File: config.mk
export PLATFORM = sky130hd
export DESIGN_NAME = cascaded_clock_channel_divider
export DESIGN_NICKNAME = d
export VERILOG_FILES = /design/src/verilog/channel_divider_pkg.sv /design/src/verilog/cascaded_clock_channel_divider.sv
export SDC_FILE = /design/constraint.sdc
export NUM_CORES = 1
export LEC_CHECK = 0
export BUFFER_PORTS_ARGS = -buffer_cell sky130_fd_sc_hd__buf_4
export CORE_ASPECT_RATIO = 2
export CORE_MARGIN = 10
export CORE_UTILIZATION = 39
export DETAILED_ROUTE_END_ITERATION = 6
export PLACE_DENSITY = 0.64
export SYNTH_ARGS = -nofsm -noshare
export SYNTH_HDL_FRONTEND = slang
export SYNTH_SLANG_ARGS = --single-unit
File: constraint.sdc
create_clock -name pclk -period 3 [get_ports pclk]
set_clock_uncertainty 0.2 [all_clocks]
set_input_delay 0.6 -clock pclk [delete_from_list [all_inputs] [get_ports pclk]]
set_output_delay 0.6 -clock pclk [all_outputs]
set_load 0.02 [all_outputs]
File: src/verilog/channel_divider_pkg.sv
/*
 Constants of the cascaded two-stage channel clock divider: register
 indices, byte addresses, field positions, reset values.
 Assumes a 32-bit APB slave with 12-bit byte addresses.
*/
// Function
// - Stage one stays low for low-count plus one input cycles, reset zero.
// - Stage one stays high for high-count plus one input cycles, reset zero.
// - Stage two stays low for its low-count plus one input cycles.
// - Stage two stays high for its high-count plus one input cycles.
// - Per-stage four-bit phase offsets, stage two upper nibble, reset zero.
// - Stage two bypass powers down its counter and passes its input.
// - Stage one bypass powers down its counter and passes its input.
// - Sync-ignore bit clear obeys chip sync; set ignores it.
// - Force bit drives channel output high; needs sync-ignore also set.
// - Stage two begins high when its start bit is one, else low.
// - Stage one begins high when its start bit is one, else low.
// - Duty correction active while its disable bit is zero.
package channel_divider_pkg;
	localparam logic [9:0] IDX_STAGE_ONE_CYCLE_COUNTS = 10'h199;
	localparam logic [9:0] IDX_STAGE_PHASE_OFFSETS = 10'h19A;
	localparam logic [9:0] IDX_STAGE_TWO_CYCLE_COUNTS = 10'h19B;
	localparam logic [9:0] IDX_CHANNEL_DIVIDER_CONTROL = 10'h19C;
	localparam logic [9:0] IDX_CHANNEL_DUTY_CORRECTION = 10'h19D;
	localparam logic [9:0] IDX_CHANNEL_STATUS = 10'h1F0;
	localparam logic [11:0] ADDR_STAGE_ONE_CYCLE_COUNTS = {IDX_STAGE_ONE_CYCLE_COUNTS, 2'h0};
	localparam logic [11:0] ADDR_STAGE_PHASE_OFFSETS = {IDX_STAGE_PHASE_OFFSETS, 2'h0};
	localparam logic [11:0] ADDR_STAGE_TWO_CYCLE_COUNTS = {IDX_STAGE_TWO_CYCLE_COUNTS, 2'h0};
	localparam logic [11:0] ADDR_CHANNEL_DIVIDER_CONTROL = {IDX_CHANNEL_DIVIDER_CONTROL, 2'h0};
	localparam logic [11:0] ADDR_CHANNEL_DUTY_CORRECTION = {IDX_CHANNEL_DUTY_CORRECTION, 2'h0};
	localparam logic [11:0] ADDR_CHANNEL_STATUS = {IDX_CHANNEL_STATUS, 2'h0};
	localparam int LOW_COUNT_LSB = 4;
	localparam int HIGH_COUNT_LSB = 0;
	localparam int STAGE_TWO_PHASE_LSB = 4;
	localparam int STAGE_ONE_PHASE_LSB = 0;
	localparam int BYPASS_TWO_BIT = 5;
	localparam int BYPASS_ONE_BIT = 4;
	localparam int SYNC_IGNORE_BIT = 3;
	localparam int FORCE_BIT = 2;
	localparam int START_TWO_BIT = 1;
	localparam int START_ONE_BIT = 0;
	localparam int DUTY_DISABLE_BIT = 0;
	localparam int STATUS_LEVEL_ONE_BIT = 0;
	localparam int STATUS_LEVEL_TWO_BIT = 1;
	localparam int STATUS_SYNC_HOLD_BIT = 2;
	localparam int STATUS_CHANNEL_BIT = 3;
	localparam logic [7:0] COUNTS_RESET = 8'h00;
	localparam logic [7:0] PHASE_RESET = 8'h00;
	localparam logic [5:0] CONTROL_RESET = 6'h00;
	localparam logic DUTY_RESET = 1'b0;
endpackage

File: src/verilog/cascaded_clock_channel_divider.sv
/*
 Cascaded two-stage channel clock divider with APB register access.
 Assumes div_in_en is a one-cycle pulse per divider input clock cycle
 on pclk; sync_n is an asynchronous active-low chip-level sync pin.
*/
// Decided for this implementation: the APB interface to the registers.
`timescale 1ns/10ps
`default_nettype none
module cascaded_clock_channel_divider (
	input wire logic pclk,
	input wire logic presetn,
	input wire logic psel,
	input wire logic penable,
	input wire logic pwrite,
	input wire logic [11:0] paddr,
	input wire logic [31:0] pwdata,
	output logic [31:0] prdata,
	output logic pready,
	output logic pslverr,
	input wire logic div_in_en,
	input wire logic sync_n,
	output logic stage_one_out,
	output logic stage_two_out,
	output logic channel_out,
	output logic channel_tick,
	output logic duty_correction_enable
);
	// ==========================================================
	// State
	typedef struct packed {
		logic [7:0] one_counts;
		logic [7:0] phase_offsets;
		logic [7:0] two_counts;
		logic [5:0] control;
		logic duty_disable;
		logic sync_meta;
		logic sync_n_q;
		logic [1:0] level;
		logic [1:0] tick;
		logic [1:0] phasing;
		logic [1:0][3:0] cnt;
		logic [1:0][3:0] phase;
		logic chan_out;
		logic duty_en;
		logic [31:0] rdata;
		logic err;
	} state_s;

	state_s s;
	state_s next_s;
	logic hold;
	logic forced;
	logic [1:0] stage_in;
	logic [1:0] byp;
	logic [1:0] start;
	logic [1:0][3:0] lo;
	logic [1:0][3:0] hi;
	logic [1:0][3:0] off;
	logic mapped;
	logic [31:0] rd;

	// ==========================================================
	// Next state
	always_comb begin
		next_s = s;
		next_s.sync_meta = sync_n;
		next_s.sync_n_q = s.sync_meta;
		hold = !s.sync_n_q
			&& !s.control[channel_divider_pkg::SYNC_IGNORE_BIT];
		forced = s.control[channel_divider_pkg::SYNC_IGNORE_BIT]
			&& s.control[channel_divider_pkg::FORCE_BIT];
		stage_in[0] = div_in_en;
		stage_in[1] = s.tick[0];
		byp[0] = s.control[channel_divider_pkg::BYPASS_ONE_BIT];
		byp[1] = s.control[channel_divider_pkg::BYPASS_TWO_BIT];
		start[0] = s.control[channel_divider_pkg::START_ONE_BIT];
		start[1] = s.control[channel_divider_pkg::START_TWO_BIT];
		lo[0] = s.one_counts[channel_divider_pkg::LOW_COUNT_LSB +: 4];
		hi[0] = s.one_counts[channel_divider_pkg::HIGH_COUNT_LSB +: 4];
		lo[1] = s.two_counts[channel_divider_pkg::LOW_COUNT_LSB +: 4];
		hi[1] = s.two_counts[channel_divider_pkg::HIGH_COUNT_LSB +: 4];
		off[0] = s.phase_offsets[channel_divider_pkg::STAGE_ONE_PHASE_LSB +: 4];
		off[1] = s.phase_offsets[channel_divider_pkg::STAGE_TWO_PHASE_LSB +: 4];
		for (int i = 0; i < 2; i++) begin
			next_s.tick[i] = 1'b0;
			if (byp[i]) begin
				// Counter powered down, input passed through
				next_s.level[i] = stage_in[i];
				next_s.tick[i] = stage_in[i];
				next_s.cnt[i] = 4'h0;
				next_s.phase[i] = 4'h0;
				next_s.phasing[i] = 1'b0;
			end else if (hold) begin
				// Restart from start level and phase offset
				next_s.level[i] = start[i];
				next_s.cnt[i] = start[i] ? hi[i] : lo[i];
				next_s.phase[i] = off[i];
				next_s.phasing[i] = (off[i] != 4'h0);
			end else if (stage_in[i]) begin
				if (s.phasing[i]) begin
					next_s.phase[i] = s.phase[i] - 4'h1;
					next_s.phasing[i] = (s.phase[i] != 4'h1);
				end else if (s.cnt[i] == 4'h0) begin
					next_s.level[i] = !s.level[i];
					next_s.cnt[i] = s.level[i] ? lo[i] : hi[i];
					next_s.tick[i] = !s.level[i];
				end else begin
					next_s.cnt[i] = s.cnt[i] - 4'h1;
				end
			end
		end
		next_s.chan_out = forced ? 1'b1 : s.level[1];
		next_s.duty_en = !s.duty_disable;

		// APB decode
		mapped = 1'b1;
		rd = 32'h0000_0000;
		unique case (paddr)
			channel_divider_pkg::ADDR_STAGE_ONE_CYCLE_COUNTS: begin
				rd = {24'h00_0000, s.one_counts};
			end
			channel_divider_pkg::ADDR_STAGE_PHASE_OFFSETS: begin
				rd = {24'h00_0000, s.phase_offsets};
			end
			channel_divider_pkg::ADDR_STAGE_TWO_CYCLE_COUNTS: begin
				rd = {24'h00_0000, s.two_counts};
			end
			channel_divider_pkg::ADDR_CHANNEL_DIVIDER_CONTROL: begin
				rd = {26'h000_0000, s.control};
			end
			channel_divider_pkg::ADDR_CHANNEL_DUTY_CORRECTION: begin
				rd = {31'h0000_0000, s.duty_disable};
			end
			channel_divider_pkg::ADDR_CHANNEL_STATUS: begin
				rd[channel_divider_pkg::STATUS_LEVEL_ONE_BIT] = s.level[0];
				rd[channel_divider_pkg::STATUS_LEVEL_TWO_BIT] = s.level[1];
				rd[channel_divider_pkg::STATUS_SYNC_HOLD_BIT] = hold;
				rd[channel_divider_pkg::STATUS_CHANNEL_BIT] = s.chan_out;
			end
			default: begin
				mapped = 1'b0;
			end
		endcase
		if (psel && !penable) begin
			next_s.rdata = (pwrite || !mapped) ? 32'h0000_0000 : rd;
			next_s.err = !mapped;
		end
		if (psel && penable && pwrite) begin
			unique case (paddr)
				channel_divider_pkg::ADDR_STAGE_ONE_CYCLE_COUNTS: begin
					next_s.one_counts = pwdata[7:0];
				end
				channel_divider_pkg::ADDR_STAGE_PHASE_OFFSETS: begin
					next_s.phase_offsets = pwdata[7:0];
				end
				channel_divider_pkg::ADDR_STAGE_TWO_CYCLE_COUNTS: begin
					next_s.two_counts = pwdata[7:0];
				end
				channel_divider_pkg::ADDR_CHANNEL_DIVIDER_CONTROL: begin
					next_s.control = pwdata[5:0];
				end
				channel_divider_pkg::ADDR_CHANNEL_DUTY_CORRECTION: begin
					next_s.duty_disable =
						pwdata[channel_divider_pkg::DUTY_DISABLE_BIT];
				end
				default: begin
				end
			endcase
		end
	end

	// ==========================================================
	// Registers
	always_ff @(posedge pclk or negedge presetn) begin
		if (!presetn) begin
			s <= '0;
			s.one_counts <= channel_divider_pkg::COUNTS_RESET;
			s.two_counts <= channel_divider_pkg::COUNTS_RESET;
			s.phase_offsets <= channel_divider_pkg::PHASE_RESET;
			s.control <= channel_divider_pkg::CONTROL_RESET;
			s.duty_disable <= channel_divider_pkg::DUTY_RESET;
			s.sync_meta <= 1'b1;
			s.sync_n_q <= 1'b1;
			s.duty_en <= 1'b1;
		end else begin
			s <= next_s;
		end
	end

	// ==========================================================
	// Outputs
	assign prdata = s.rdata;
	assign pready = 1'b1;
	assign pslverr = psel && penable && s.err;
	assign stage_one_out = s.level[0];
	assign stage_two_out = s.level[1];
	assign channel_out = s.chan_out;
	assign channel_tick = s.tick[1];
	assign duty_correction_enable = s.duty_en;

	// ==========================================================
	// Checks
	one_low_width_a: assert property (
		@(posedge pclk) disable iff (!presetn)
		$fell(s.level[0]) && !$past(byp[0]) && !$past(hold)
		|-> s.cnt[0] == $past(lo[0]))
		else $error("Stage one low count wrong");
	one_high_width_a: assert property (
		@(posedge pclk) disable iff (!presetn)
		$rose(s.level[0]) && !$past(byp[0]) && !$past(hold)
		|-> s.cnt[0] == $past(hi[0]))
		else $error("Stage one high count wrong");
	two_low_width_a: assert property (
		@(posedge pclk) disable iff (!presetn)
		$fell(s.level[1]) && !$past(byp[1]) && !$past(hold)
		|-> s.cnt[1] == $past(lo[1]))
		else $error("Stage two low count wrong");
	two_high_width_a: assert property (
		@(posedge pclk) disable iff (!presetn)
		$rose(s.level[1]) && !$past(byp[1]) && !$past(hold)
		|-> s.cnt[1] == $past(hi[1]))
		else $error("Stage two high count wrong");
	phase_load_a: assert property (
		@(posedge pclk) disable iff (!presetn)
		hold && !byp[1] |=> s.phase[1] == $past(off[1]))
		else $error("Phase offset not loaded");
	two_bypass_a: assert property (
		@(posedge pclk) disable iff (!presetn)
		byp[1] |=> s.level[1] == $past(s.tick[0]) && s.cnt[1] == 4'h0)
		else $error("Stage two bypass wrong");
	one_bypass_a: assert property (
		@(posedge pclk) disable iff (!presetn)
		byp[0] && div_in_en |=> s.level[0] && s.tick[0])
		else $error("Stage one bypass wrong");
	sync_ignore_a: assert property (
		@(posedge pclk) disable iff (!presetn)
		s.control[channel_divider_pkg::SYNC_IGNORE_BIT] && !byp[0] && div_in_en
		&& !s.phasing[0] && s.cnt[0] == 4'h0 |=> $changed(s.level[0]))
		else $error("Ignored sync still holds");
	force_high_a: assert property (
		@(posedge pclk) disable iff (!presetn)
		forced |=> channel_out)
		else $error("Forced output not high");
	two_start_a: assert property (
		@(posedge pclk) disable iff (!presetn)
		hold && !byp[1] |=> s.level[1] == $past(start[1]))
		else $error("Stage two start level wrong");
	one_start_a: assert property (
		@(posedge pclk) disable iff (!presetn)
		hold && !byp[0] |=> s.level[0] == $past(start[0]))
		else $error("Stage one start level wrong");
	duty_enable_a: assert property (
		@(posedge pclk) disable iff (!presetn)
		$changed(s.duty_disable)
		|=> duty_correction_enable == $past(!s.duty_disable))
		else $error("Duty correction enable wrong");
	cascade_tick_a: assert property (
		@(posedge pclk) disable iff (!presetn)
		s.tick[0] && !$past(byp[0]) |-> $rose(s.level[0]))
		else $error("Stage one tick without rise");
	restart_phase_a: assert property (
		@(posedge pclk) disable iff (!presetn)
		hold && !byp[0] && off[0] != 4'h0 ##1 !hold |-> s.phasing[0])
		else $error("Restart skipped phase offset");
	sync_obey_a: assert property (
		@(posedge pclk) disable iff (!presetn)
		!s.sync_meta && !s.control[channel_divider_pkg::SYNC_IGNORE_BIT]
		##1 !s.control[channel_divider_pkg::SYNC_IGNORE_BIT] |-> hold)
		else $error("Obeyed sync not held");
	hold_no_tick_a: assert property (
		@(posedge pclk) disable iff (!presetn)
		hold && !byp[0] |=> !s.tick[0])
		else $error("Tick during sync hold");
	one_restart_high_a: assert property (
		@(posedge pclk) disable iff (!presetn)
		hold && !byp[0] && start[0] |=> s.cnt[0] == $past(hi[0]))
		else $error("Stage one high restart count wrong");
	one_restart_low_a: assert property (
		@(posedge pclk) disable iff (!presetn)
		hold && !byp[0] && !start[0] |=> s.cnt[0] == $past(lo[0]))
		else $error("Stage one low restart count wrong");
	two_restart_high_a: assert property (
		@(posedge pclk) disable iff (!presetn)
		hold && !byp[1] && start[1] |=> s.cnt[1] == $past(hi[1]))
		else $error("Stage two high restart count wrong");
	one_phase_load_a: assert property (
		@(posedge pclk) disable iff (!presetn)
		hold && !byp[0] |=> s.phase[0] == $past(off[0]))
		else $error("Stage one phase offset not loaded");
	chan_follow_a: assert property (
		@(posedge pclk) disable iff (!presetn)
		!forced |=> channel_out == $past(s.level[1]))
		else $error("Channel output not following stage two");
	duty_off_a: assert property (
		@(posedge pclk) disable iff (!presetn)
		s.duty_disable |=> !duty_correction_enable)
		else $error("Duty correction not disabled");
	two_tick_rise_a: assert property (
		@(posedge pclk) disable iff (!presetn)
		s.tick[1] && !$past(byp[1]) |-> $rose(s.level[1]))
		else $error("Stage two tick without rise");
	one_phase_still_a: assert property (
		@(posedge pclk) disable iff (!presetn)
		s.phasing[0] && !hold && !byp[0] |=> s.level[0] == $past(s.level[0]))
		else $error("Stage one moved during phase offset");
	two_bypass_tick_a: assert property (
		@(posedge pclk) disable iff (!presetn)
		byp[1] |=> s.tick[1] == $past(s.tick[0]))
		else $error("Stage two bypass tick wrong");
	one_bypass_idle_a: assert property (
		@(posedge pclk) disable iff (!presetn)
		byp[0] && !div_in_en |=> !s.level[0] && !s.tick[0])
		else $error("Stage one bypass idle wrong");
	one_count_hold_a: assert property (
		@(posedge pclk) disable iff (!presetn)
		!byp[0] && !hold && !s.phasing[0] && s.cnt[0] != 4'h0
		|=> s.level[0] == $past(s.level[0]))
		else $error("Stage one toggled before count end");
	two_count_hold_a: assert property (
		@(posedge pclk) disable iff (!presetn)
		!byp[1] && !hold && !s.phasing[1] && s.cnt[1] != 4'h0
		|=> s.level[1] == $past(s.level[1]))
		else $error("Stage two toggled before count end");
	offsets_write_a: assert property (
		@(posedge pclk) disable iff (!presetn)
		psel && penable && pwrite
		&& paddr == channel_divider_pkg::ADDR_STAGE_PHASE_OFFSETS
		|=> s.phase_offsets == $past(pwdata[7:0]))
		else $error("Phase offset write lost");
	sync_phase_c: cover property (@(posedge pclk) disable iff (!presetn)
		s.phasing[0] ##1 !s.phasing[0]);
	cascade_run_c: cover property (@(posedge pclk) disable iff (!presetn)
		!byp[1] && !byp[0] && $rose(s.level[1]));
	sync_restart_c: cover property (@(posedge pclk) disable iff (!presetn)
		hold ##1 !hold);
	forced_out_c: cover property (@(posedge pclk) disable iff (!presetn)
		forced ##1 channel_out);
	bypass_pass_c: cover property (@(posedge pclk) disable iff (!presetn)
		byp[0] && byp[1] && div_in_en);
endmodule
`default_nettype wire

-- Word-level counts from Yosys, hierarchy flattened
Cells that the tools add are included.
- register bits after elaboration: 90
- output and inout bits: 39
- multiplexer cells: 55
- reductions and logical operators: 36
- eq/ne operators: 10
- $add $sub $neg: 4
- operator list (operator ; number):
    2-to-1 mux 4 bit ; 22
    equality test 12 x 11 -> 1 bit, second input constant ; 6
    2-to-1 mux 32 bit ; 1
    2-to-1 mux 1 bit ; 30
    one-hot mux 4 bit (6 select lines) ; 1
    AND reduction 2 bit ; 9
    nonzero test 3 bit ; 6
    one-hot mux 4 bit (4 select lines) ; 1
    subtractor 4 x 1 -> 4 bit, second input constant ; 4
    zero test 4 bit ; 2
    != test 4 x 1 -> 1 bit, second input constant ; 2
    nonzero test 4 bit ; 2
    zero test 1 bit ; 7
    logical AND 1 bit ; 6
    != test 3 x 1 -> 1 bit, second input constant ; 2
    AND reduction 3 bit ; 2
    OR reduction 6 bit ; 1
    logical OR 1 bit ; 1

-- Depth between registers and ports, before layout
Gate-level depths: netlist (run 1).
- word-level depth: 6
- depth in mapped cells: 6
- gate-level depth less buffers: 6

-- Worst setup path before layout (run 1)
No wires, ideal clock.
- path type: in2reg
- start point: input paddr[1]
- end point: register s (netlist bit off[0])
- setup slack: 0.660 ns
- data arrival time: 2.015 ns
- cell stages on the path: 5
- data required time: 2.675 ns
- buffers on the path: 1
- cells stage by stage: or2_1 buf_2 or2_4 nor4b_4 mux2_2
- word-level cells in the longest chain between the ends: 2
- ends and longest elaborated chain (what ; RTL line ; RTL):
    from (decl) ; cascaded_clock_channel_divider.sv:15 ; input wire logic [11:0] paddr,
    equality test 12 x 11 -> 1 bit ; cascaded_clock_channel_divider.sv:149 ; unique case (paddr)
    AND reduction 2 bit (no line) ; n/a ;
    to (signal assigned) ; cascaded_clock_channel_divider.sv:186 ; s <= next_s;
    to (decl) ; cascaded_clock_channel_divider.sv:49 ; state_s s;
Every way passes these cells.
A chain may end at the register's enable or synchronous reset.

-- Final worst setup path (run 1)
- start point: register s[48] (netlist bit)
- end point: register s (netlist bit stage_two_out)
- word-level cells in the longest chain between the ends: 3
- ends and longest elaborated chain (what ; RTL line ; RTL):
    zero test 4 bit ; cascaded_clock_channel_divider.sv:103 ; end else if (s.cnt[i] == 4'h0) begin
    nonzero test 3 bit (no line) ; n/a ;
    AND reduction 3 bit (no line) ; n/a ;
Every way passes these cells.

==> results, run 1 <==
- The flow ran to the end, and the final reports show no timing, DRC or antenna violations.
- The pin count of the biggest net entering global routing is 67.
- The start-to-end type of the worst setup path is reg -> reg.
- The number of global-route vias before repair is 3243.
- Of the available clock period, the critical path in the final layout requires 76.1%.
- The sequential cells in the finished layout cover a total of 1660 um2.
- Counting tap cells, the placed design contains a total of 540 instances.
- The hold violation total from the final report was 0.
- Dividing total power by cell area gives a power density of 485 nW/um2.
- In the synthesized netlist the dominant register cell turns out to be sky130_fd_sc_hd__dfrtp_1.
- The post-route antenna net violation count is 0.
- The cell count of the worst reg-to-reg path is 6.
- The number of fill cells is 979.
- The final cell count without fillers is 556.
- After detailed routing, the number of remaining DRC violations is 0.
- Of all nets on the critical path, the largest fanout is 6.
- The region available for standard cell placement spans 10100 um2.
- Setup repair after global routing left no endpoint under its margin.
- The required time of the critical path is 3.07 ns.
- The register clock-pin slew on the reported worst setup and hold paths is 0.05 ns.
- Dividing the detail-routed via count by the number of cells gives 5.55.
- The transition time at the pin with the least slew margin is 0.830 ns.
- CTS built an H-tree with a depth of 3.
- The normalized max-slew margin is 44.7%.
- The minimum setup slack in the final design is 0.717 ns.
- The clock passes through at most 2 buffers.
- Walking the worst path, the cells encountered are inv_1 -> ha_1 -> or3b_2 -> or3_1 -> a311oi_1 -> a21o_1.
- Averaged over all synthesized cells, the footprint is 10.3 um2.
- The number of enable-type register cells in the synthesized netlist is 0.
- In this run the register-to-register setup slack is 0.72 ns.
- The number of antenna violations at the first check in global routing is 0.
- The maximum achievable frequency is 0.438 GHz.
- Of the post-synthesis cell area, the dominant cell type holds 39.3%.
- The worst hold slack is 0.148 ns.
- 90 I/O pins were placed.
- The initialized floorplan defines 52 standard-cell rows.
- The pre-CTS setup slack is 0.447 ns.
- The worst setup path is captured at a flop.
- The post-cts sizing count is 0.
- Setup violations remaining at the end of the flow were counted as 0.
- The largest voltage drop on the vdd net is 0.268 mV.
- The area growth from synthesis to layout is 14.1%.
- The cell count after synthesis came out at 391.
- The clock latency reported for the late side of the worst-skew pair is 0.33 ns.
- For this block, the routed nets add up to 10000 um of wire.
- Detailed placement finished with a half-perimeter wire length of 7700 um.
- The number of clock buffers added by TritonCTS is 9.
- The average detailed-routed wire length per instance is 18.1 um.
- The total congestion overflow is 0.
- Summed over all cells, the static leakage comes to 2.01 nW.
- The die footprint is 15000 um2.
- The number of search-and-repair iterations in the first detailed-routing pass is 4.
- The worst hold path belongs to the class in -> async.
- The detailed router's first-iteration violation count is 178.
- The number of slew-limit violations in the final report was 0.
- The worst setup path is launched from a flop.
- The count of antenna diodes in the layout is 0.
- The clock period could shrink to 2.28 ns.
- The aggregate negative setup slack is 0 ns.
- Max-cap violations in this run came to 0.
- Of all cell types, the one taking the most synthesized area is sky130_fd_sc_hd__dfrtp_1.
- Port buffering added 40 buffers.
- Post-CTS timing repair inserted 0 buffers for setup.
- The arrival time of data at the critical path endpoint is 2.36 ns.
- The fraction of layout instances using a drive strength above 1 is 27.6%.
- The total via count in the routed design is 3085.
- After the last flow step, the layout net total stands at 473.
- The first global-routing pass estimated 16400 um of wire.
- The mapped netlist covers 4010 um2.
- The die is 91.7 um wide.
- The cell at the slowest stage of the critical path is sky130_fd_sc_hd__or3b_2.
- The number of distinct standard cells referenced by the synthesized netlist is 54.
- The delay of the slowest critical-path stage is 0.52 ns.
- The CTS tree is built.
- The final RePlAce weighted congestion is 0.814.
- sky130_fd_sc_hd__dfrtp_1 is the most common cell in the netlist.
- The total routing resource utilization after global routing is 13.8%.
- The starting utilization of the core area is 39.8%.
- After synthesis, flip-flops and latches occupy 41.2% of the total area.
- The footprint of the multi-input gates is 2060 um2.
- The root buffer cell is sky130_fd_sc_hd__clkbuf_16.
- Counting flops and latches in the post-synthesis netlist gives 66.
- The Yosys step of the flow raised 0 warnings.
- The total clock sinks is 66.
- In the post-synthesis netlist, the biggest area contributors are sky130_fd_sc_hd__dfrtp_1, sky130_fd_sc_hd__mux2_2, sky130_fd_sc_hd__buf_4.
- Of all flip-flops after synthesis, the portion carrying an async set or reset was 100%.
- The hold-fix buffer count after cts is 0.
- Ranked by instance count, the synthesized netlist is headed by sky130_fd_sc_hd__dfrtp_1, sky130_fd_sc_hd__mux2_2, sky130_fd_sc_hd__buf_4, sky130_fd_sc_hd__clkbuf_1.
- The vertical extent of the die is 163 um.
## final cells by class
class	count	share of cell area (%)
Clock buffer	12	5.38
Inverter	13	1.07
Clock inverter	4	1.12
Sequential cell	66	36.1
Tap cell	135	3.69
Timing Repair Buffer	47	7.70
Multi-Input combinational cell	279	44.9
## cell usage in the layout (no fill, tap or decap), types with 8 or more instances in the layout
cell type	instances
sky130_fd_sc_hd__inv_1	13
sky130_fd_sc_hd__clkbuf_16	9
sky130_fd_sc_hd__conb_1	25
sky130_fd_sc_hd__dfrtp_1	63
sky130_fd_sc_hd__a21oi_1	9
sky130_fd_sc_hd__nor3_1	9
sky130_fd_sc_hd__nor4_1	15
sky130_fd_sc_hd__a211oi_1	15
sky130_fd_sc_hd__nand2_1	17
sky130_fd_sc_hd__buf_4	47
sky130_fd_sc_hd__nor2_1	17
sky130_fd_sc_hd__mux2i_1	15
sky130_fd_sc_hd__or4bb_1	8
sky130_fd_sc_hd__mux2_2	38
sky130_fd_sc_hd__o21ai_0	17
## sequential cells by signal, indices dropped and copies added, names as in the netlist, 2 cells and up
| signal | cells |
|---|---|
| off | 8 |
| hi | 8 |
| s | 26 |
| byp | 2 |
| prdata | 8 |
| lo | 8 |
## logic make-up after synthesis
kind of cell / after synthesis / share of synthesized area, %
buffers and inverters: 69 / 9.66
adders and majority gates: 6 / 1.87
muxes: 53 / 14.4
AOI/OAI and AO/OA: 76 / 13.4
DFF: 66 / 41.2
and+or+nand+nor: 113 / 17.9
other: 2 / 0.187
xor gates and xnor gates: 6 / 1.31
## layer usage
| metal | up-vias | track usage [%] | part of all wire (%) |
|---|---|---|---|
| met3 | 22 | 4.46 | 6.3 |
| met1 | 1522 | 12.6 | 34 |
| met4 | 0 | 8.53 | 3.8 |
| met5 | - | 0 | 0 |
| li1 | 1442 | - | - |
| met2 | 99 | 25.3 | 56 |
## worst paths after layout
kind | to | start
min reg2reg | s[57] | next_s[57]
max in group asynchronous | prdata[2] | presetn
min | hi[7] | presetn
max reg2reg | stage_two_out | s[48]
max | stage_two_out | s[48]
min in group pclk | s[57] | next_s[57]
## stage by stage
stage | total power, mW | utilization, % | cell area (um2)
after floorplan | 1.12 | - | 4100
after global placement | 1.18 | 42.5 | 4280
after detailed placement | 1.19 | 42.5 | 4280
after CTS | 2.24 | 45.4 | 4580
after global routing | 2.31 | 45.4 | 4580
final | 2.22 | 45.4 | 4580
## report_power, final
group / switching [mW] / leakage (nW) / internal, mW
sequential: 0.0262 / 0.879 / 0.914
combinational: 0.146 / 0.992 / 0.0884
clock: 0.380 / 0.143 / 0.666
## critical path: cells and delay by family, from the launching register on
family / cells / cell delay (ns)
DFF: 1 / 0.39
AOI/OAI and AO/OA: 2 / 0.41
adders and majority gates: 1 / 0.24
buffers and inverters: 1 / 0.10
and+or+nand+nor: 2 / 0.88
No activity file was read; power rests on OpenSTA's default activity.
==> run 2, diff against run 1 <==
Clock period 3 ns to 2.25 ns, I/O delays scaled along.
==> run 2 against run 1 <==
  * Count of clock-buffer cells in the layout rose by 1
  * Highest routed layer unchanged
  * Sequential power rose by 33%
  * Design area rose by 3.8%
  * Largest cell class unchanged
  * Register-to-register slack got worse by 0.57 ns
  * Via count rose by 2.7%
  * Total power rose by 29%
  * Clock power rose by 22%
  * Cell count rose by 4.5%
  * Sequential cell count did not move
  * Core utilization rose by 1.7 points
  * Hold slack got worse by 0.12 ns
  * Critical endpoint unchanged
  * Critical path type unchanged
==> results, run 2 (synthesis results as in run 1) <==
- Relative to the synthesized area, the layout overhead comes to 18.5%.
- The clock passes through at most 2 buffers.
- The commonest non-fill, non-tap cell in the layout is sky130_fd_sc_hd__buf_4.
- The transition time at the pin with the least slew margin is 0.623 ns.
- The routed wire length is 10500 um.
- The type of the most critical hold path is in -> reg.
- The final critical path takes up 93.3% of the cycle.
- The kind of start point of the critical path is a flop.
- The register with the most flip-flops in the layout has 26 of them.
- Static timing analysis puts the maximum clock frequency at 0.476 GHz.
- The fraction of layout instances using a drive strength above 1 is 31.4%.
- The detail route stage leaves a number of antenna-violating nets equal to 0.
- The number of global-route vias before repair is 3391.
- The detailed router's first-iteration violation count is 155.
- The congestion estimate from routability-driven global placement came to 0.826.
- The number of clock buffers inserted by TritonCTS is 9.
- The shortest clock period the worst path allows after layout is 2.10 ns.
- The nature of the critical path endpoint is a flop.
- The floorplan step set the die height to 163 um.
- The H-tree was split into 3 levels.
- During I/O placement, the number of pins put on the boundary was 90.
- Dividing total power by cell area gives a power density of 604 nW/um2.
- The number of post-CTS setup repair buffers is 0.
- The total of endpoints with negative setup slack in the final report is 0.
- The normalized max-slew margin is 58.5%.
- The number of fill cells is 987.
- Across the VDD grid, the largest voltage drop is 0.427 mV.
- The floorplan step set the die width to 91.7 um.
- Across every metal layer, demand over resource in global routing totals 14.2%.
- The first global-routing pass estimated 17000 um of wire.
- The aggregate negative setup slack is 0 ns.
- The root buffer cell is sky130_fd_sc_hd__clkbuf_16.
- The count of antenna diodes in the layout is 0.
- The CTS tree is built.
- For this run, the detailed router's first-pass iteration total came to 4.
- The number of slew-limit violations in the final report is 0.
- Summed over all cells, the static leakage comes to 2.13 nW.
- After detailed routing, the number of vias per cell comes to 5.45.
- Clock latency on the worst-skew pair, taken at its later pin, is 0.33 ns.
- The number of antenna violations at the first check in global routing came to 0.
- The largest register by flop count is s.
- For the worst setup path, the data arrival time is 2.17 ns.
- The number of buffer cells added on primary ports is 40.
- The total core area is 10100 um2.
- The count of max-cap constraint violations is 0.
- In the final design database the tool counted 498 nets.
- The library cells used most frequently in the layout, excluding fill and tap cells, are sky130_fd_sc_hd__buf_4, sky130_fd_sc_hd__dfrtp_1, sky130_fd_sc_hd__mux2_2, sky130_fd_sc_hd__conb_1.
- The flow ran to the end, and the final reports show no timing, DRC or antenna violations.
- Across all setup checks in the final design, the least slack found is 0.151 ns.
- The critical path is of the reg -> reg type.
- The worst-path maximum fanout is 3.
- The total congestion overflow is 0.
- The DRC violation count after routing is 0.
- The pre-CTS setup slack is 0.00938 ns.
- The hold violation total from the final report came to 0.
- The cell area after layout is 4760 um2.
- Setup repair after global routing left no endpoint under its margin.
- The total clock sinks is 66.
- The total via count in the routed design is 3169.
- Clock-pin slew was measured on the worst setup and hold paths at 0.05 ns.
- The required time of the critical path is 2.32 ns.
- Summed over all nets, the half-perimeter wirelength after detailed placement is 8200 um.
- The average detailed-routed wire length per instance is 18.0 um.
- The starting utilization of the core area is 39.8%.
- After detailed placement, the total cell area comes to 4480 um2.
- The pin count of the biggest net entering global routing is 39.
- The initialized floorplan defines 52 standard-cell rows.
- The die footprint is 15000 um2.
## run 2: changes by cell type in the layout (fill, tap and decap cells not counted), sizes merged
cell,before,now
clkbuf,12,13
dlygate4sd3,0,1
bufinv,1,0
buf,47,71
## run 2: area by class of cell
type	instances	area [um2]	share of cell area, %
clock buffers	13	250	5.26
flip-flops and latches	66	1660	34.8
inverters	13	48.8	1.03
clock inverters	3	17.5	0.368
multi-input cells	279	2060	43.3
repair buffers	72	556	11.7
well taps	135	169	3.55
## run 2: routing by layer
metal | track usage, % | wire length (um)
met5 | 0 | 0
met4 | 9.24 | 517
met3 | 3.91 | 671
met2 | 26.3 | 5630
met1 | 13.3 | 3660
## run 2: worst paths after layout
kind	startpoint	end	slack (ns)	cells after the start
setup / recovery	s[48]	stage_two_out	0.15	6
hold / removal	sync_n	next_s[57]	0.03	1
setup reg to reg	s[48]	stage_two_out	0.15	6
hold reg to reg	next_s[57]	s[57]	0.16	0
max in group asynchronous	presetn	duty_correction_enable	0.84	3
min in group asynchronous	presetn	s[49]	0.43	2
## run 2: repair_timing
item | 4_1_cts | 5_1_grt
hold endpoints to repair | 33 | 0
gates resized for setup | 0 | 1
setup endpoints to repair | 0 | 1
hold buffers | 1 | 0
## run 2: critical path, cell delays in order (launching register included)
cell                       delay (ns)
sky130_fd_sc_hd__dfrtp_1         0.38
sky130_fd_sc_hd__inv_1           0.09
sky130_fd_sc_hd__ha_1            0.17
sky130_fd_sc_hd__or3b_2          0.47
sky130_fd_sc_hd__or3_1           0.35
sky130_fd_sc_hd__a311oi_1        0.28
sky130_fd_sc_hd__a21o_1          0.11
## run 2: power breakdown
part	total [mW]	switching [mW]	internal, mW
combinational	0.346	0.204	0.142
sequential	1.25	0.0341	1.22
clock	1.28	0.504	0.772
## run 2: through the flow
step | total power [mW] | hold WS [ns] | util, % | std cells
floorplan | 1.49 | -0.0456 | - | 414
global placement | 1.61 | 0.147 | 44.4 | 564
detailed placement | 1.62 | 0.156 | 44.4 | 564
CTS | 2.90 | 0.0213 | 47.1 | 581
global route | 2.99 | 0.0275 | 47.2 | 581
finish | 2.87 | 0.0289 | 47.2 | 581
==> run 3, diff against run 2 <==
Settings changed: CELL_PAD_IN_SITES_DETAIL_PLACEMENT from default to 2, CELL_PAD_IN_SITES_GLOBAL_PLACEMENT from default to 2, CORE_UTILIZATION 39 to 34, PLACE_DENSITY 0.64 to 0.83.
==> run 3 against run 2 <==
  * Critical path depth stayed put
  * Sequential cell count stayed put
  * Hold slack worse by 0.0066 ns
  * Design area is 1.2% higher
  * First-iteration DRC count is 4.5% lower
  * Sequential share of layout area is 0.42 points lower
  * Combinational power is 8.1% higher
  * Cell count is 1.4% higher
  * Largest power group unchanged
  * Highest routed layer unchanged
==> results, run 3 (synthesis results as in run 1) <==
- The number of placed instances, taps included, is 572.
- Before antenna repair, the detailed router went through 4 iterations.
- Of the total power, registers draw 40.8%.
- In this run the tool buffered the top-level ports with 40 buffer cells.
- For this configuration, the core starts out at a cell density of 34.5%.
- The worst setup path is captured at a flop.
- Timing would allow up to 0.464 GHz.
- The combinational fraction of design power is 12.2%.
- Data arrives at the worst endpoint at 2.23 ns.
- Across the run, the number of max-cap violations was 0.
- The power density relative to cell area is 638 nW/um2.
- Detailed placement ended at an HPWL of 10500 um.
- For this run, global-route usage on met3 was measured as 3.11%.
- The fraction of layout instances using a drive strength above 1 is 31.5%.
- STA puts the critical path data required time at 2.32 ns.
- The net load switching power is 0.786 mW.
- Net switching is 25.6% of the power.
- The number of global-route vias before repair is 3928.
- The number of top-level pins is 90.
- The total via count in the routed design is 3320.
- Counting flops per register, the top entry is s.
- The root buffer cell is sky130_fd_sc_hd__clkbuf_16.
- The internal portion of total power is 2.28 mW.
- The pin count of the biggest net entering global routing is 29.
- The cell count of the worst hold path is 1.
- The normalized max-slew margin is 55.2%.
- The clock reaches the later pin of the worst-skew pair after 0.34 ns.
- Once layout is complete, the cells apart from fillers number 589.
- Global routing finished with a remaining overflow of 0.
- The number of slew-limit violations in the final report is 0.
- The total routing resource utilization after global routing is 16.8%.
- The detailed router's first-iteration violation count is 148.
- The worst setup path is of the reg -> reg kind.
- Clock tree synthesis found a total of 66 sinks.
- For this run, global-route usage on met1 was measured as 15.7%.
- The kind of start point of the critical path is a flop.
- The routed wire length is 14300 um.
- After clock tree synthesis, the setup repair step added 0 buffers.
- The area growth from synthesis to layout is 19.9%.
- Counting the buffers created by CTS gives 9.
- The register-to-register setup slack is 0.09 ns.
- The endpoint identified for the worst register-to-register timing path is stage_two_out.
- The die width is 96.8 um.
- VDD sags by at most 0.391 mV.
- The die footprint is 16800 um2.
- The met2 track utilization from global routing is 32.4%.
- The register with the most flip-flops in the layout has 26 of them.
- Dividing the detail-routed wire length by the instance count gives 24.2 um.
- The number of fill cells is 1250.
- Measured in cells, the most critical reg-to-reg path has a length of 6.
- The worst hold path terminates at next_s[57].
- The total core area is 11600 um2.
- The H-tree generated during clock tree synthesis spans 3 levels.
- Setup violations remaining at the end of the flow were counted as 0.
- The number of nets in the final layout is 496.
- In this run the most critical hold path is launched from sync_n.
- Counting along the longest clock path gives a buffer depth of 2.
- The register clock-pin slew on the reported worst setup and hold paths is 0.06 ns.
- The worst hold path belongs to the class in -> reg.
- The final critical path takes up 95.9% of the cycle.
- The library cell used most frequently in the layout, excluding fill and tap cells, is sky130_fd_sc_hd__buf_4.
- The share of power burned in the clock network is 47.0%.
- TritonCTS built the clock tree.
- The leakage component of the power is 2.14 nW.
- The count of antenna diodes in the layout is 0.
- For this run, design rule violations remaining after detail routing come to 0.
- Overall power consumption after layout is estimated at 3.07 mW.
- The worst-path maximum fanout is 3.
- The detail-routed via count per cell is 5.64.
- The number of antenna violations at the first check in global routing came to 0.
- The reg-to-reg startpoint is s[48].
- The final RePlAce weighted congestion is 0.830.
- The hold violation total from the final report is 0.
- The floorplan has 56 rows.
- The post-route antenna net violation count is 0.
- The first global-routing pass estimated 22700 um of wire.
- The library cells used most frequently in the layout, excluding fill and tap cells, are sky130_fd_sc_hd__buf_4, sky130_fd_sc_hd__dfrtp_1, sky130_fd_sc_hd__mux2_2, sky130_fd_sc_hd__conb_1.
- The layer flagged by global routing as most heavily used is met2.
- Subtracting the final worst setup slack from the clock period gives 2.16 ns.
- The utilization of the core after routing is 41.4%.
- The flow ran to the end, and the final reports show no timing, DRC or antenna violations.
- For the pin with the worst max-slew slack, the measured transition is 0.672 ns.
- The die is 174 um tall.
## run 3: cell count changes in the layout (fill, tap and decap cells not counted), sizes merged
cell,previous run,this run
clkinv,2,0
clkbuf,13,14
bufinv,0,1
buf,71,69
## run 3: worst max-delay path by stage
stage / start / end / cells after the start
2_1_floorplan: paddr[1] / off[0] / 5
4_1_cts: s[48] / s[47] / 7
5_1_grt: s[48] / stage_two_out / 6
3_5_place_dp: paddr[1] / hi[3] / 7
6_report: s[48] / stage_two_out / 6
3_3_place_gp: paddr[7] / off[6] / 6
## run 3: layer usage
layer  part of all wire [%]  vias to the layer above
met4                    5.0                        0
met2                     57                      103
met5                      0                        -
met1                     34                     1702
li1                       -                     1479
met3                    3.2                       36
## run 3: timing repair
| action | in CTS | in global routing |
|---|---|---|
| gates resized for setup | 0 | 5 |
| endpoints found under the hold margin | 20 | 0 |
| endpoints found under the setup margin | 0 | 4 |
| hold buffers | 1 | 0 |
## run 3: critical path, stage by stage, from the launching register on
cell	delay, ns
sky130_fd_sc_hd__dfrtp_1	0.37
sky130_fd_sc_hd__inv_1	0.10
sky130_fd_sc_hd__ha_1	0.18
sky130_fd_sc_hd__or3b_2	0.49
sky130_fd_sc_hd__or3_1	0.38
sky130_fd_sc_hd__a311oi_2	0.27
sky130_fd_sc_hd__a21o_1	0.11
## run 3: layout make-up
| cell class | instances | area, um2 | area share, % |
|---|---|---|---|
| well taps | 145 | 181 | 3.77 |
| clock inverters | 2 | 37.5 | 0.780 |
| inverters | 13 | 48.8 | 1.01 |
| clock buffers | 14 | 264 | 5.48 |
| repair buffers | 70 | 553 | 11.5 |
| flip-flops and latches | 66 | 1660 | 34.4 |
| multi-input cells | 279 | 2070 | 43.1 |
## run 3: power by group through the flow
stage                     Clock [mW]  Combinational [mW]  Sequential (mW)
after floorplan                    0               0.230             1.26
after global placement             0               0.342             1.27
after detailed placement           0               0.358             1.27
after CTS                       1.47               0.369             1.25
after global routing            1.51               0.408             1.26
final                           1.44               0.374             1.25
## run 3: through the flow
step	area (um2)	worst slack, ns	hold WS, ns	TNS [ns]
final	4810	0.0930	0.0223	0
after global routing	4810	-0.00798	0.0105	-0.00798
after CTS	4800	0.0676	0.00931	0
after detailed placement	4490	-0.0361	0.148	-0.272
after global placement	4490	0.0197	0.147	0
after floorplan	4100	0.0599	-0.0456	0
